[config.mk]
export PLATFORM = sky130hd
export DESIGN_NAME = host_rx_endpoint_csr
export DESIGN_NICKNAME = d
export VERILOG_FILES = /design/src/rx_csr_pkg.sv /design/src/host_rx_endpoint_csr.sv /design/src/rx_flag_bit.sv
export VERILOG_INCLUDE_DIRS = /design/src
export SDC_FILE = /design/constraint.sdc
export NUM_CORES = 1
export LEC_CHECK = 0
export CORE_MARGIN = 10
export CORE_UTILIZATION = 30
export CTS_CLUSTER_SIZE = 12
export DETAILED_ROUTE_END_ITERATION = 16
export DONT_BUFFER_PORTS = 1
export PLACE_DENSITY_LB_ADDON = 0.15
export REMOVE_ABC_BUFFERS = 1
export SLEW_MARGIN = 20
export SYNTH_ARGS = -nofsm -noshare
export SYNTH_HDL_FRONTEND = slang
export SYNTH_SLANG_ARGS = --single-unit
[constraint.sdc]
create_clock -name clk -period 3.95 [get_ports clk]
set_clock_uncertainty 0.2 [all_clocks]
set_input_delay 0.79 -clock clk [delete_from_list [all_inputs] [get_ports clk]]
set_output_delay 0.79 -clock clk [all_outputs]
set_load 0.05 [all_outputs]
[src/rx_csr_params.svh]
`ifndef RX_CSR_PARAMS_SVH
`define RX_CSR_PARAMS_SVH
// ==========================================
// Register byte offsets
`define OFS_CSR 12'h000
`define OFS_INT_STATUS 12'h004
`define OFS_INT_MASK 12'h008
`define OFS_CFG 12'h00C
// ==========================================
// Control/status field positions
`define BIT_DMA_EN 13
`define BIT_NYET_SUP 12
`define BIT_TOG_WREN 10
`define BIT_TOG 9
`define BIT_TOG_CLR 7
`define BIT_STALL 6
`define BIT_IN_REQ 5
`define BIT_FLUSH 4
`define BIT_DERR 3
`define BIT_ERR 2
`define BIT_FULL 1
`define BIT_PKT_RDY 0
// ==========================================
// Interrupt status positions
`define IRQ_STALL 0
`define IRQ_PKT 1
`define IRQ_ERR 2
`define IRQ_NAK 3
// ==========================================
// Config field positions
`define CFG_ISO 0
`define CFG_HS 1
// ==========================================
// Reset values
`define CSR_RESET 16'h0000
`define IRQ_RESET 4'h0
`endif

[src/rx_csr_pkg.sv]
package rx_csr_pkg;
    // ==========================================
    // Events reported by the packet engine
    typedef struct packed {
        logic stall_seen;
        logic packet_done;
        logic crc_error;
        logic nak_timeout;
        logic retry_exhausted;
        logic fifo_full;
    } engine_event_type;

    // Controls handed to the packet engine
    typedef struct packed {
        logic in_request;
        logic send_ack_not_nyet;
        logic flush_pulse;
        logic dma_req;
        logic rx_data_toggle;
    } engine_ctrl_type;

    typedef enum logic [1:0] {
        BUS_IDLE,
        BUS_SETUP,
        BUS_ACCESS
    } apb_phase_type;
endpackage : rx_csr_pkg

[src/host_rx_endpoint_csr.sv]
`timescale 1ns/1ps
`include "rx_csr_params.svh"
module host_rx_endpoint_csr
#(
    parameter int ADDR_WIDTH = 12,
    parameter int COUNT_WIDTH = 13
)
(
    // Clock and reset
    input wire logic clk,
    input wire logic reset_n,
    // APB slave
    input wire logic psel,
    input wire logic penable,
    input wire logic pwrite,
    input wire logic [ADDR_WIDTH-1:0] paddr,
    input wire logic [31:0] pwdata,
    input wire logic [3:0] pstrb,
    output logic [31:0] prdata,
    output logic pready,
    output logic pslverr,
    // Packet engine side
    input wire rx_csr_pkg::engine_event_type events,
    input wire logic [COUNT_WIDTH-1:0] engine_byte_count,
    output rx_csr_pkg::engine_ctrl_type ctrl,
    output logic [COUNT_WIDTH-1:0] rx_byte_count,
    output logic rx_byte_count_valid,
    // Interrupt
    output logic irq
);
    // ==========================================
    // Elaboration checks; the decoder compares twelve address bits
    generate
        if (ADDR_WIDTH < 12 || COUNT_WIDTH < 1 || COUNT_WIDTH > 16)
        begin : g_bad_params
            $error("host_rx_endpoint_csr: unsupported parameters");
        end
    endgenerate

    // ==========================================
    // Bus decode
    function automatic logic hit(input logic [ADDR_WIDTH-1:0] a, input logic [11:0] ofs);
        hit = (a[11:0] == ofs);
    endfunction : hit

    logic wr_acc;
    logic low_lane;
    logic mapped;
    assign wr_acc = psel && penable && pwrite;
    assign low_lane = pstrb[0] && pstrb[1];
    assign mapped = hit(paddr, `OFS_CSR) || hit(paddr, `OFS_INT_STATUS)
        || hit(paddr, `OFS_INT_MASK) || hit(paddr, `OFS_CFG);
    // Zero wait states keeps the slave simple
    assign pready = 1'b1;
    assign pslverr = psel && penable && !mapped;

    logic csr_wr;
    logic ist_wr;
    logic msk_wr;
    logic cfg_wr;
    assign csr_wr = wr_acc && low_lane && hit(paddr, `OFS_CSR);
    assign ist_wr = wr_acc && pstrb[0] && hit(paddr, `OFS_INT_STATUS);
    assign msk_wr = wr_acc && pstrb[0] && hit(paddr, `OFS_INT_MASK);
    assign cfg_wr = wr_acc && pstrb[0] && hit(paddr, `OFS_CFG);

    // ==========================================
    // Control bits
    logic dma_en_r, dma_en_nxt;
    logic nyet_sup_r, nyet_sup_nxt;
    logic tog_wren_r, tog_wren_nxt;
    logic tog_r, tog_nxt;
    logic in_req_r, in_req_nxt;
    logic iso_r, iso_nxt;
    logic hs_r, hs_nxt;
    logic flush_r, flush_nxt;
    logic [3:0] mask_r, mask_nxt;
    logic pkt_rdy;
    logic derr_iso_r, derr_iso_nxt;

    always_comb
    begin
        dma_en_nxt = dma_en_r;
        nyet_sup_nxt = nyet_sup_r;
        tog_wren_nxt = tog_wren_r;
        tog_nxt = tog_r;
        in_req_nxt = in_req_r;
        iso_nxt = iso_r;
        hs_nxt = hs_r;
        mask_nxt = mask_r;
        flush_nxt = 1'b0;
        if (csr_wr)
        begin
            dma_en_nxt = pwdata[`BIT_DMA_EN];
            nyet_sup_nxt = pwdata[`BIT_NYET_SUP];
            if (tog_wren_r)
            begin
                tog_nxt = pwdata[`BIT_TOG];
                tog_wren_nxt = 1'b0;
            end
            else
            begin
                tog_wren_nxt = pwdata[`BIT_TOG_WREN];
            end
            if (pwdata[`BIT_TOG_CLR])
            begin
                tog_nxt = 1'b0;
            end
            if (pwdata[`BIT_IN_REQ])
            begin
                in_req_nxt = 1'b1;
            end
            // Flush only when a packet is waiting
            flush_nxt = pwdata[`BIT_FLUSH] && pkt_rdy;
        end
        // Packet arrival retires the request and wins over a rewrite
        if (events.packet_done)
        begin
            in_req_nxt = 1'b0;
        end
        if (msk_wr)
        begin
            mask_nxt = pwdata[3:0];
        end
        if (cfg_wr)
        begin
            iso_nxt = pwdata[`CFG_ISO];
            hs_nxt = pwdata[`CFG_HS];
        end
    end

    always_ff @(posedge clk or negedge reset_n)
    begin
        if (!reset_n)
        begin
            dma_en_r <= 1'b0;
            nyet_sup_r <= 1'b0;
            tog_wren_r <= 1'b0;
            tog_r <= 1'b0;
            in_req_r <= 1'b0;
            iso_r <= 1'b0;
            hs_r <= 1'b0;
            mask_r <= `IRQ_RESET;
            flush_r <= 1'b0;
        end
        else
        begin
            dma_en_r <= dma_en_nxt;
            nyet_sup_r <= nyet_sup_nxt;
            tog_wren_r <= tog_wren_nxt;
            tog_r <= tog_nxt;
            in_req_r <= in_req_nxt;
            iso_r <= iso_nxt;
            hs_r <= hs_nxt;
            mask_r <= mask_nxt;
            flush_r <= flush_nxt;
        end
    end

    // ==========================================
    // Hardware-set flags; set beats clear
    logic stall_q;
    logic nak_q;
    logic err_q;
    logic derr_set;
    logic pkt_clr;
    assign pkt_clr = (csr_wr && !pwdata[`BIT_PKT_RDY]) || flush_nxt;

    rx_flag_bit u_pkt
    (
        .clk(clk),
        .reset_n(reset_n),
        .set(events.packet_done),
        .clr(pkt_clr),
        .q(pkt_rdy)
    );

    rx_flag_bit u_stall
    (
        .clk(clk),
        .reset_n(reset_n),
        .set(events.stall_seen),
        .clr(csr_wr && !pwdata[`BIT_STALL]),
        .q(stall_q)
    );

    rx_flag_bit u_nak
    (
        .clk(clk),
        .reset_n(reset_n),
        .set(events.nak_timeout && !iso_r),
        .clr(csr_wr && !pwdata[`BIT_DERR]),
        .q(nak_q)
    );

    rx_flag_bit u_err
    (
        .clk(clk),
        .reset_n(reset_n),
        .set(events.retry_exhausted && !iso_r),
        .clr(csr_wr && !pwdata[`BIT_ERR]),
        .q(err_q)
    );

    // Iso data error rides on packet ready and falls with it
    assign derr_set = iso_r && events.packet_done && events.crc_error;
    always_comb
    begin
        derr_iso_nxt = derr_iso_r;
        if (pkt_clr)
        begin
            derr_iso_nxt = 1'b0;
        end
        if (derr_set)
        begin
            derr_iso_nxt = 1'b1;
        end
        else if (events.packet_done)
        begin
            derr_iso_nxt = 1'b0;
        end
    end

    always_ff @(posedge clk or negedge reset_n)
    begin
        if (!reset_n)
        begin
            derr_iso_r <= 1'b0;
        end
        else
        begin
            derr_iso_r <= derr_iso_nxt;
        end
    end

    // ==========================================
    // Interrupt status: write one to clear, set wins
    logic [3:0] ist_r, ist_nxt;
    logic [3:0] ev_vec;
    assign ev_vec[`IRQ_STALL] = events.stall_seen;
    assign ev_vec[`IRQ_PKT] = events.packet_done;
    assign ev_vec[`IRQ_ERR] = events.retry_exhausted && !iso_r;
    assign ev_vec[`IRQ_NAK] = events.nak_timeout && !iso_r;

    always_comb
    begin
        ist_nxt = ist_r;
        if (ist_wr)
        begin
            ist_nxt = ist_r & ~pwdata[3:0];
        end
        ist_nxt = ist_nxt | ev_vec;
    end

    always_ff @(posedge clk or negedge reset_n)
    begin
        if (!reset_n)
        begin
            ist_r <= `IRQ_RESET;
        end
        else
        begin
            ist_r <= ist_nxt;
        end
    end

    assign irq = |(ist_r & mask_r);

    // ==========================================
    // Outputs to the packet engine
    logic err_vis;
    logic derr_vis;
    assign err_vis = err_q && !iso_r;
    assign derr_vis = iso_r ? derr_iso_r : nak_q;

    always_comb
    begin
        ctrl.in_request = in_req_r;
        // Suppression only matters at high speed
        ctrl.send_ack_not_nyet = nyet_sup_r && hs_r;
        ctrl.flush_pulse = flush_r;
        ctrl.dma_req = dma_en_r && pkt_rdy;
        ctrl.rx_data_toggle = tog_r;
    end

    // Count is latched each cycle; forced to zero the cycle after packet ready drops
    logic [COUNT_WIDTH-1:0] cnt_r;
    always_ff @(posedge clk or negedge reset_n)
    begin
        if (!reset_n)
        begin
            cnt_r <= '0;
        end
        else
        begin
            cnt_r <= pkt_rdy ? engine_byte_count : '0;
        end
    end
    assign rx_byte_count = cnt_r;
    assign rx_byte_count_valid = pkt_rdy;

    // ==========================================
    // Read data
    logic [15:0] csr_view;
    logic [31:0] rd_nxt;
    always_comb
    begin
        csr_view = `CSR_RESET;
        csr_view[`BIT_DMA_EN] = dma_en_r;
        csr_view[`BIT_NYET_SUP] = nyet_sup_r;
        csr_view[`BIT_TOG_WREN] = tog_wren_r;
        csr_view[`BIT_TOG] = tog_r;
        csr_view[`BIT_STALL] = stall_q;
        csr_view[`BIT_IN_REQ] = in_req_r;
        csr_view[`BIT_DERR] = derr_vis;
        csr_view[`BIT_ERR] = err_vis;
        csr_view[`BIT_FULL] = events.fifo_full;
        csr_view[`BIT_PKT_RDY] = pkt_rdy;
        rd_nxt = 32'h0000_0000;
        if (hit(paddr, `OFS_CSR))
        begin
            rd_nxt = {16'h0000, csr_view};
        end
        else if (hit(paddr, `OFS_INT_STATUS))
        begin
            rd_nxt = {28'h0000000, ist_r};
        end
        else if (hit(paddr, `OFS_INT_MASK))
        begin
            rd_nxt = {28'h0000000, mask_r};
        end
        else if (hit(paddr, `OFS_CFG))
        begin
            rd_nxt = {30'h0, hs_r, iso_r};
        end
    end
    // Setup-phase capture gives registered read data at the access phase
    always_ff @(posedge clk or negedge reset_n)
    begin
        if (!reset_n)
        begin
            prdata <= 32'h0000_0000;
        end
        else if (psel && !penable)
        begin
            prdata <= rd_nxt;
        end
    end

    // ==========================================
    // Checks
    a_dma_gated: assert property (@(posedge clk) disable iff (!reset_n)
        ctrl.dma_req |-> dma_en_r && pkt_rdy)
        else $error("dma request without enable");
    a_ack_hs_only: assert property (@(posedge clk) disable iff (!reset_n)
        !hs_r |-> !ctrl.send_ack_not_nyet)
        else $error("nyet suppress outside high speed");
    a_ack_follows: assert property (@(posedge clk) disable iff (!reset_n)
        (nyet_sup_r && hs_r) |-> ctrl.send_ack_not_nyet)
        else $error("ack not forced");
    a_wren_clears: assert property (@(posedge clk) disable iff (!reset_n)
        (csr_wr && tog_wren_r) |=> !tog_wren_r)
        else $error("toggle write enable stuck");
    a_tog_locked: assert property (@(posedge clk) disable iff (!reset_n)
        (!tog_wren_r && !(csr_wr && pwdata[`BIT_TOG_CLR])) |=> $stable(tog_r))
        else $error("toggle changed while locked");
    a_tog_clear: assert property (@(posedge clk) disable iff (!reset_n)
        (csr_wr && pwdata[`BIT_TOG_CLR]) |=> !tog_r)
        else $error("toggle not cleared");
    a_stall_set: assert property (@(posedge clk) disable iff (!reset_n)
        events.stall_seen |=> stall_q && ist_r[`IRQ_STALL])
        else $error("stall not flagged");
    a_req_retire: assert property (@(posedge clk) disable iff (!reset_n)
        events.packet_done |=> !in_req_r && pkt_rdy)
        else $error("in request not retired");
    a_flush_clear: assert property (@(posedge clk) disable iff (!reset_n)
        (flush_nxt && !events.packet_done) |=> !pkt_rdy ##1 !ctrl.flush_pulse)
        else $error("flush did not clear packet ready");
    a_flush_idle: assert property (@(posedge clk) disable iff (!reset_n)
        (csr_wr && !pkt_rdy) |=> !ctrl.flush_pulse)
        else $error("flush without packet");
    a_derr_iso: assert property (@(posedge clk) disable iff (!reset_n)
        derr_set |=> derr_iso_r && pkt_rdy)
        else $error("iso data error missing");
    a_nak_set: assert property (@(posedge clk) disable iff (!reset_n)
        (events.nak_timeout && !iso_r) |=> nak_q)
        else $error("nak timeout not flagged");
    a_err_set: assert property (@(posedge clk) disable iff (!reset_n)
        (events.retry_exhausted && !iso_r) |=> err_q && ist_r[`IRQ_ERR])
        else $error("retry error not flagged");
    a_err_iso_zero: assert property (@(posedge clk) disable iff (!reset_n)
        iso_r |-> !csr_view[`BIT_ERR])
        else $error("retry error visible in iso");
    a_full_tracks: assert property (@(posedge clk) disable iff (!reset_n)
        csr_view[`BIT_FULL] == events.fifo_full)
        else $error("fifo full mismatch");
    a_pkt_irq: assert property (@(posedge clk) disable iff (!reset_n)
        (events.packet_done && mask_r[`IRQ_PKT] && !msk_wr) |=> irq)
        else $error("packet interrupt missing");
    a_cnt_valid: assert property (@(posedge clk) disable iff (!reset_n)
        !pkt_rdy |=> (rx_byte_count == '0) || pkt_rdy)
        else $error("count shown without packet");
    a_rsvd_zero: assert property (@(posedge clk) disable iff (!reset_n)
        csr_view[15:14] == 2'h0 && csr_view[11] == 1'b0 && csr_view[8] == 1'b0)
        else $error("reserved bits not zero");
endmodule : host_rx_endpoint_csr

[src/rx_flag_bit.sv]
`timescale 1ns/1ps
// ==========================================
// Sticky flag: hardware set wins over clear
module rx_flag_bit
(
    // Clock and reset
    input wire logic clk,
    input wire logic reset_n,
    // Control
    input wire logic set,
    input wire logic clr,
    // State
    output logic q
);
    logic q_nxt;

    always_comb
    begin
        q_nxt = q;
        if (clr)
        begin
            q_nxt = 1'b0;
        end
        if (set)
        begin
            q_nxt = 1'b1;
        end
    end

    always_ff @(posedge clk or negedge reset_n)
    begin
        if (!reset_n)
        begin
            q <= 1'b0;
        end
        else
        begin
            q <= q_nxt;
        end
    end
endmodule : rx_flag_bit

==> flow_summary.yaml <==
yosys:
  ys_warn_count: 0
  syn_area_sq_mm: 0.00209
  async_flop_share_pct: 100
  synth_flop_cell: "dfrtp_1"
  ys_types: 36
  ys_ff_latch: 44
  synth-edff-count: 0
  syn_avg_cell_area_sq_um: 11.1
  yosysSeqAreaShare_pct: 52.7
  syn_inst: 189
power:
  vdd_drop_max_mv: 0.116
  power.density_mw_per_mm2: 384
  leakage_nw: 0.973
place:
  dpl.hpwl_um: 4340
  post_dp_cell_area_sq_mm: 0.00209
  gp_congestion: 0.755
  port_buffers: 0
  dp_worst_setup_slack_ps: 989
sta:
  final.setup.tns_ps: 0
  tightest_slew_ps: 814
  min_period_ps: 2880
  fin_crit_sh_pct: 73.0
  max_slew_margin_pct: 45.2
  setup_ws_ps: 1070
  final_max_slew_viol_count: 0
  fmax_mhz: 347
  setup_viol: 0
  rsz0062_at_grt: "no"
  finalHoldViolations: 0
finish:
  antenna_cells: 0
  fin_nets: 261
  design_area_sq_mm: 0.00220
  drive_above_1_share_pct: 15.9
  area_delta_synth_final_pct: 5.21
floorplanning:
  dieArea_sq_mm: 0.0107
  core_area_sq_mm: 0.00679
  initial_core_util_pct: 30.8
  die_w_um: 103
  row_count: 30
  dieHeight_um: 103
  ios: 126
clock_network:
  postCtsSetupRepairBufs: 0
  clock_sinks: 44
  clkTransAtPathRegs_ps: 80
  htreeDepth: 2
  numCtsBuffers: 5
  worstSkewPairLatency_ps: 290
  root_buffer: "clkbuf_8"
  cts_tree: "built"
  cts_buffer_depth: 2
  postCtsResizedCells: 0
route:
  finalWirelength_um: 5450
  drtAntennaViolNets: 0
  drt-initial-drc-count: 34
  vias: 1305
  drt-vias-per-instance: 4.58
  drc: 0
  wl_per_cell_um: 19.1
  drt_pre_antenna_iters: 4
worst_setup_path:
  crit_path_end_kind: "primary output"
  r2r-end: "prdata[0]"
  cpPeakStageDelay_ps: 560
  path_delay_family: "compound AO/OA/AOI/OAI gates"
  rr_worst_depth: 4
  crit_path_start_kind: "input pin"
  required_ps: 2960
  rrSetupSlack_ps: 2440
  worst-path-buf-inv: 0
  critPathKind: "input pin to primary output"
  path_cells: "or4_4, o311a_1"
  cpMaxStageDelayCell: "o311a_1"
  path_max_fanout: 5
  r2r_start: "iso_r"
  cp_data_arrival_time_ps: 1890
run:
  maxCapViolCount: 0
run_status:
  status: "finished clean"
worst_hold_path:
  hold_path_class: "input pin to async pin"
grt:
  grt_pass1_wl_um: 7960
  grt_pass1_vias: 1461
  antenna_found_initial: 0
  grt_max_degree: 45
  grt.total_usage_pct: 9.96
  grt_overflow_total: 0
==> report_power, final <==
| part | switching (W) | internal [W] |
|---|---|---|
| clock network | 0.000153 | 0.000120 |
| registers | 0.0000278 | 0.000456 |
| logic | 0.0000708 | 0.0000165 |
| total | 0.000252 | 0.000593 |
==> cell families (layout without fill, tap and decap cells) <==
group                  Yosys count  in the layout  synth area share (%)
flip-flops                      44             44                  52.7
multiplexers                    11             11                  6.22
other                            2             23                 0.359
AND/OR/NAND/NOR                 56             56                  16.7
AO/OA/AOI/OAI                   38             38                  12.6
buffers and inverters           38             17                  11.5
==> layer usage <==
layer,vias to the layer above,part of all wire (%),track usage [%]
met3,2,16,6.78
met4,0,0.42,2.57
met2,72,48,16.1
met5,-,0,0
li1,600,-,-
met1,631,36,10.4
==> Yosys cell counts (all sizes together) (2+ instances only) <==
master,count,area (sq um)
mux2,10,120
clkbuf,5,18.8
and2,15,93.8
nor2,10,37.5
o31ai,2,15.0
inv,7,26.3
a2bb2oi,3,26.3
or4,5,48.8
buf,26,195
a31oi,2,12.5
or2,3,18.8
a22o,6,52.6
nand2,7,26.3
nor2b,3,18.8
a21o,3,22.5
o22ai,3,18.8
o21ai,6,30.0
nand3,2,10.0
a22oi,3,22.5
dfrtp,44,1100
nand2b,4,25.0
nor3,2,26.3
conb,2,7.51
a21oi,7,35.0
==> sequential cells by signal, summed over array words and instances, names as in the netlist, 4 cells and up <==
name and flops:
rx_byte_count 13, prdata 10, ist_r 4, mask_r 4
==> cell type report <==
cell class                 instances  area, sq um
clock buffer                       5         68.8
clock inverter                     2         12.5
fill                             705         4590
inverter                           7         26.3
multi-input combinational        128          828
sequential                        44         1100
tap                               96          120
timing repair buffer               3         42.5
==> worst max path at each step <==
stage / from / slack [ps] / endpoint / cells past startpoint
floorplan: paddr[9] / 1080 / pslverr / 2
global placement: paddr[9] / 980 / mask_r[3] / 4
detailed placement: paddr[9] / 990 / mask_r[2] / 4
CTS: paddr[9] / 1060 / pslverr / 2
global route: paddr[9] / 1040 / pslverr / 2
finish: paddr[9] / 1070 / pslverr / 2
==> timing repair <==
| item | CTS | global route |
|---|---|---|
| endpoints found under the setup margin | 0 | 0 |
| hold endpoints to repair | 44 | 0 |
| hold buffers | 1 | 0 |
==> cells in the final DEF, fill, tap and decap left out, types with 2 or more instances in the layout <==
master	Yosys	routed
nand3_1	2	2
nand2b_1	4	4
or4_4	3	3
and2_1	15	15
a22o_1	6	6
a22oi_1	3	3
o21ai_0	6	6
o22ai_1	3	3
mux2_2	8	8
or4_1	2	2
buf_4	26	2
a21oi_1	7	7
nand2_1	7	7
nor2b_1	3	3
mux2_4	2	2
a2bb2oi_1	3	3
o31ai_1	2	2
nor2_1	10	10
inv_1	7	7
or2_2	3	3
clkbuf_8	0	5
conb_1	2	23
a31oi_1	2	2
a21o_1	3	3
dfrtp_1	44	44
==> metrics by stage <==
step / hold slack (ps) / total power, W / cells / util [%]
CTS: 125 / 0.000858 / 285 / 32.4
floorplan: 267 / 0.000563 / 179 / -
global route: 123 / 0.000885 / 285 / 32.4
global placement: 288 / 0.000568 / 277 / 30.8
finish: 133 / 0.000844 / 285 / 32.4
detailed placement: 294 / 0.000569 / 277 / 30.8
(Power assumes the default switching activity.)
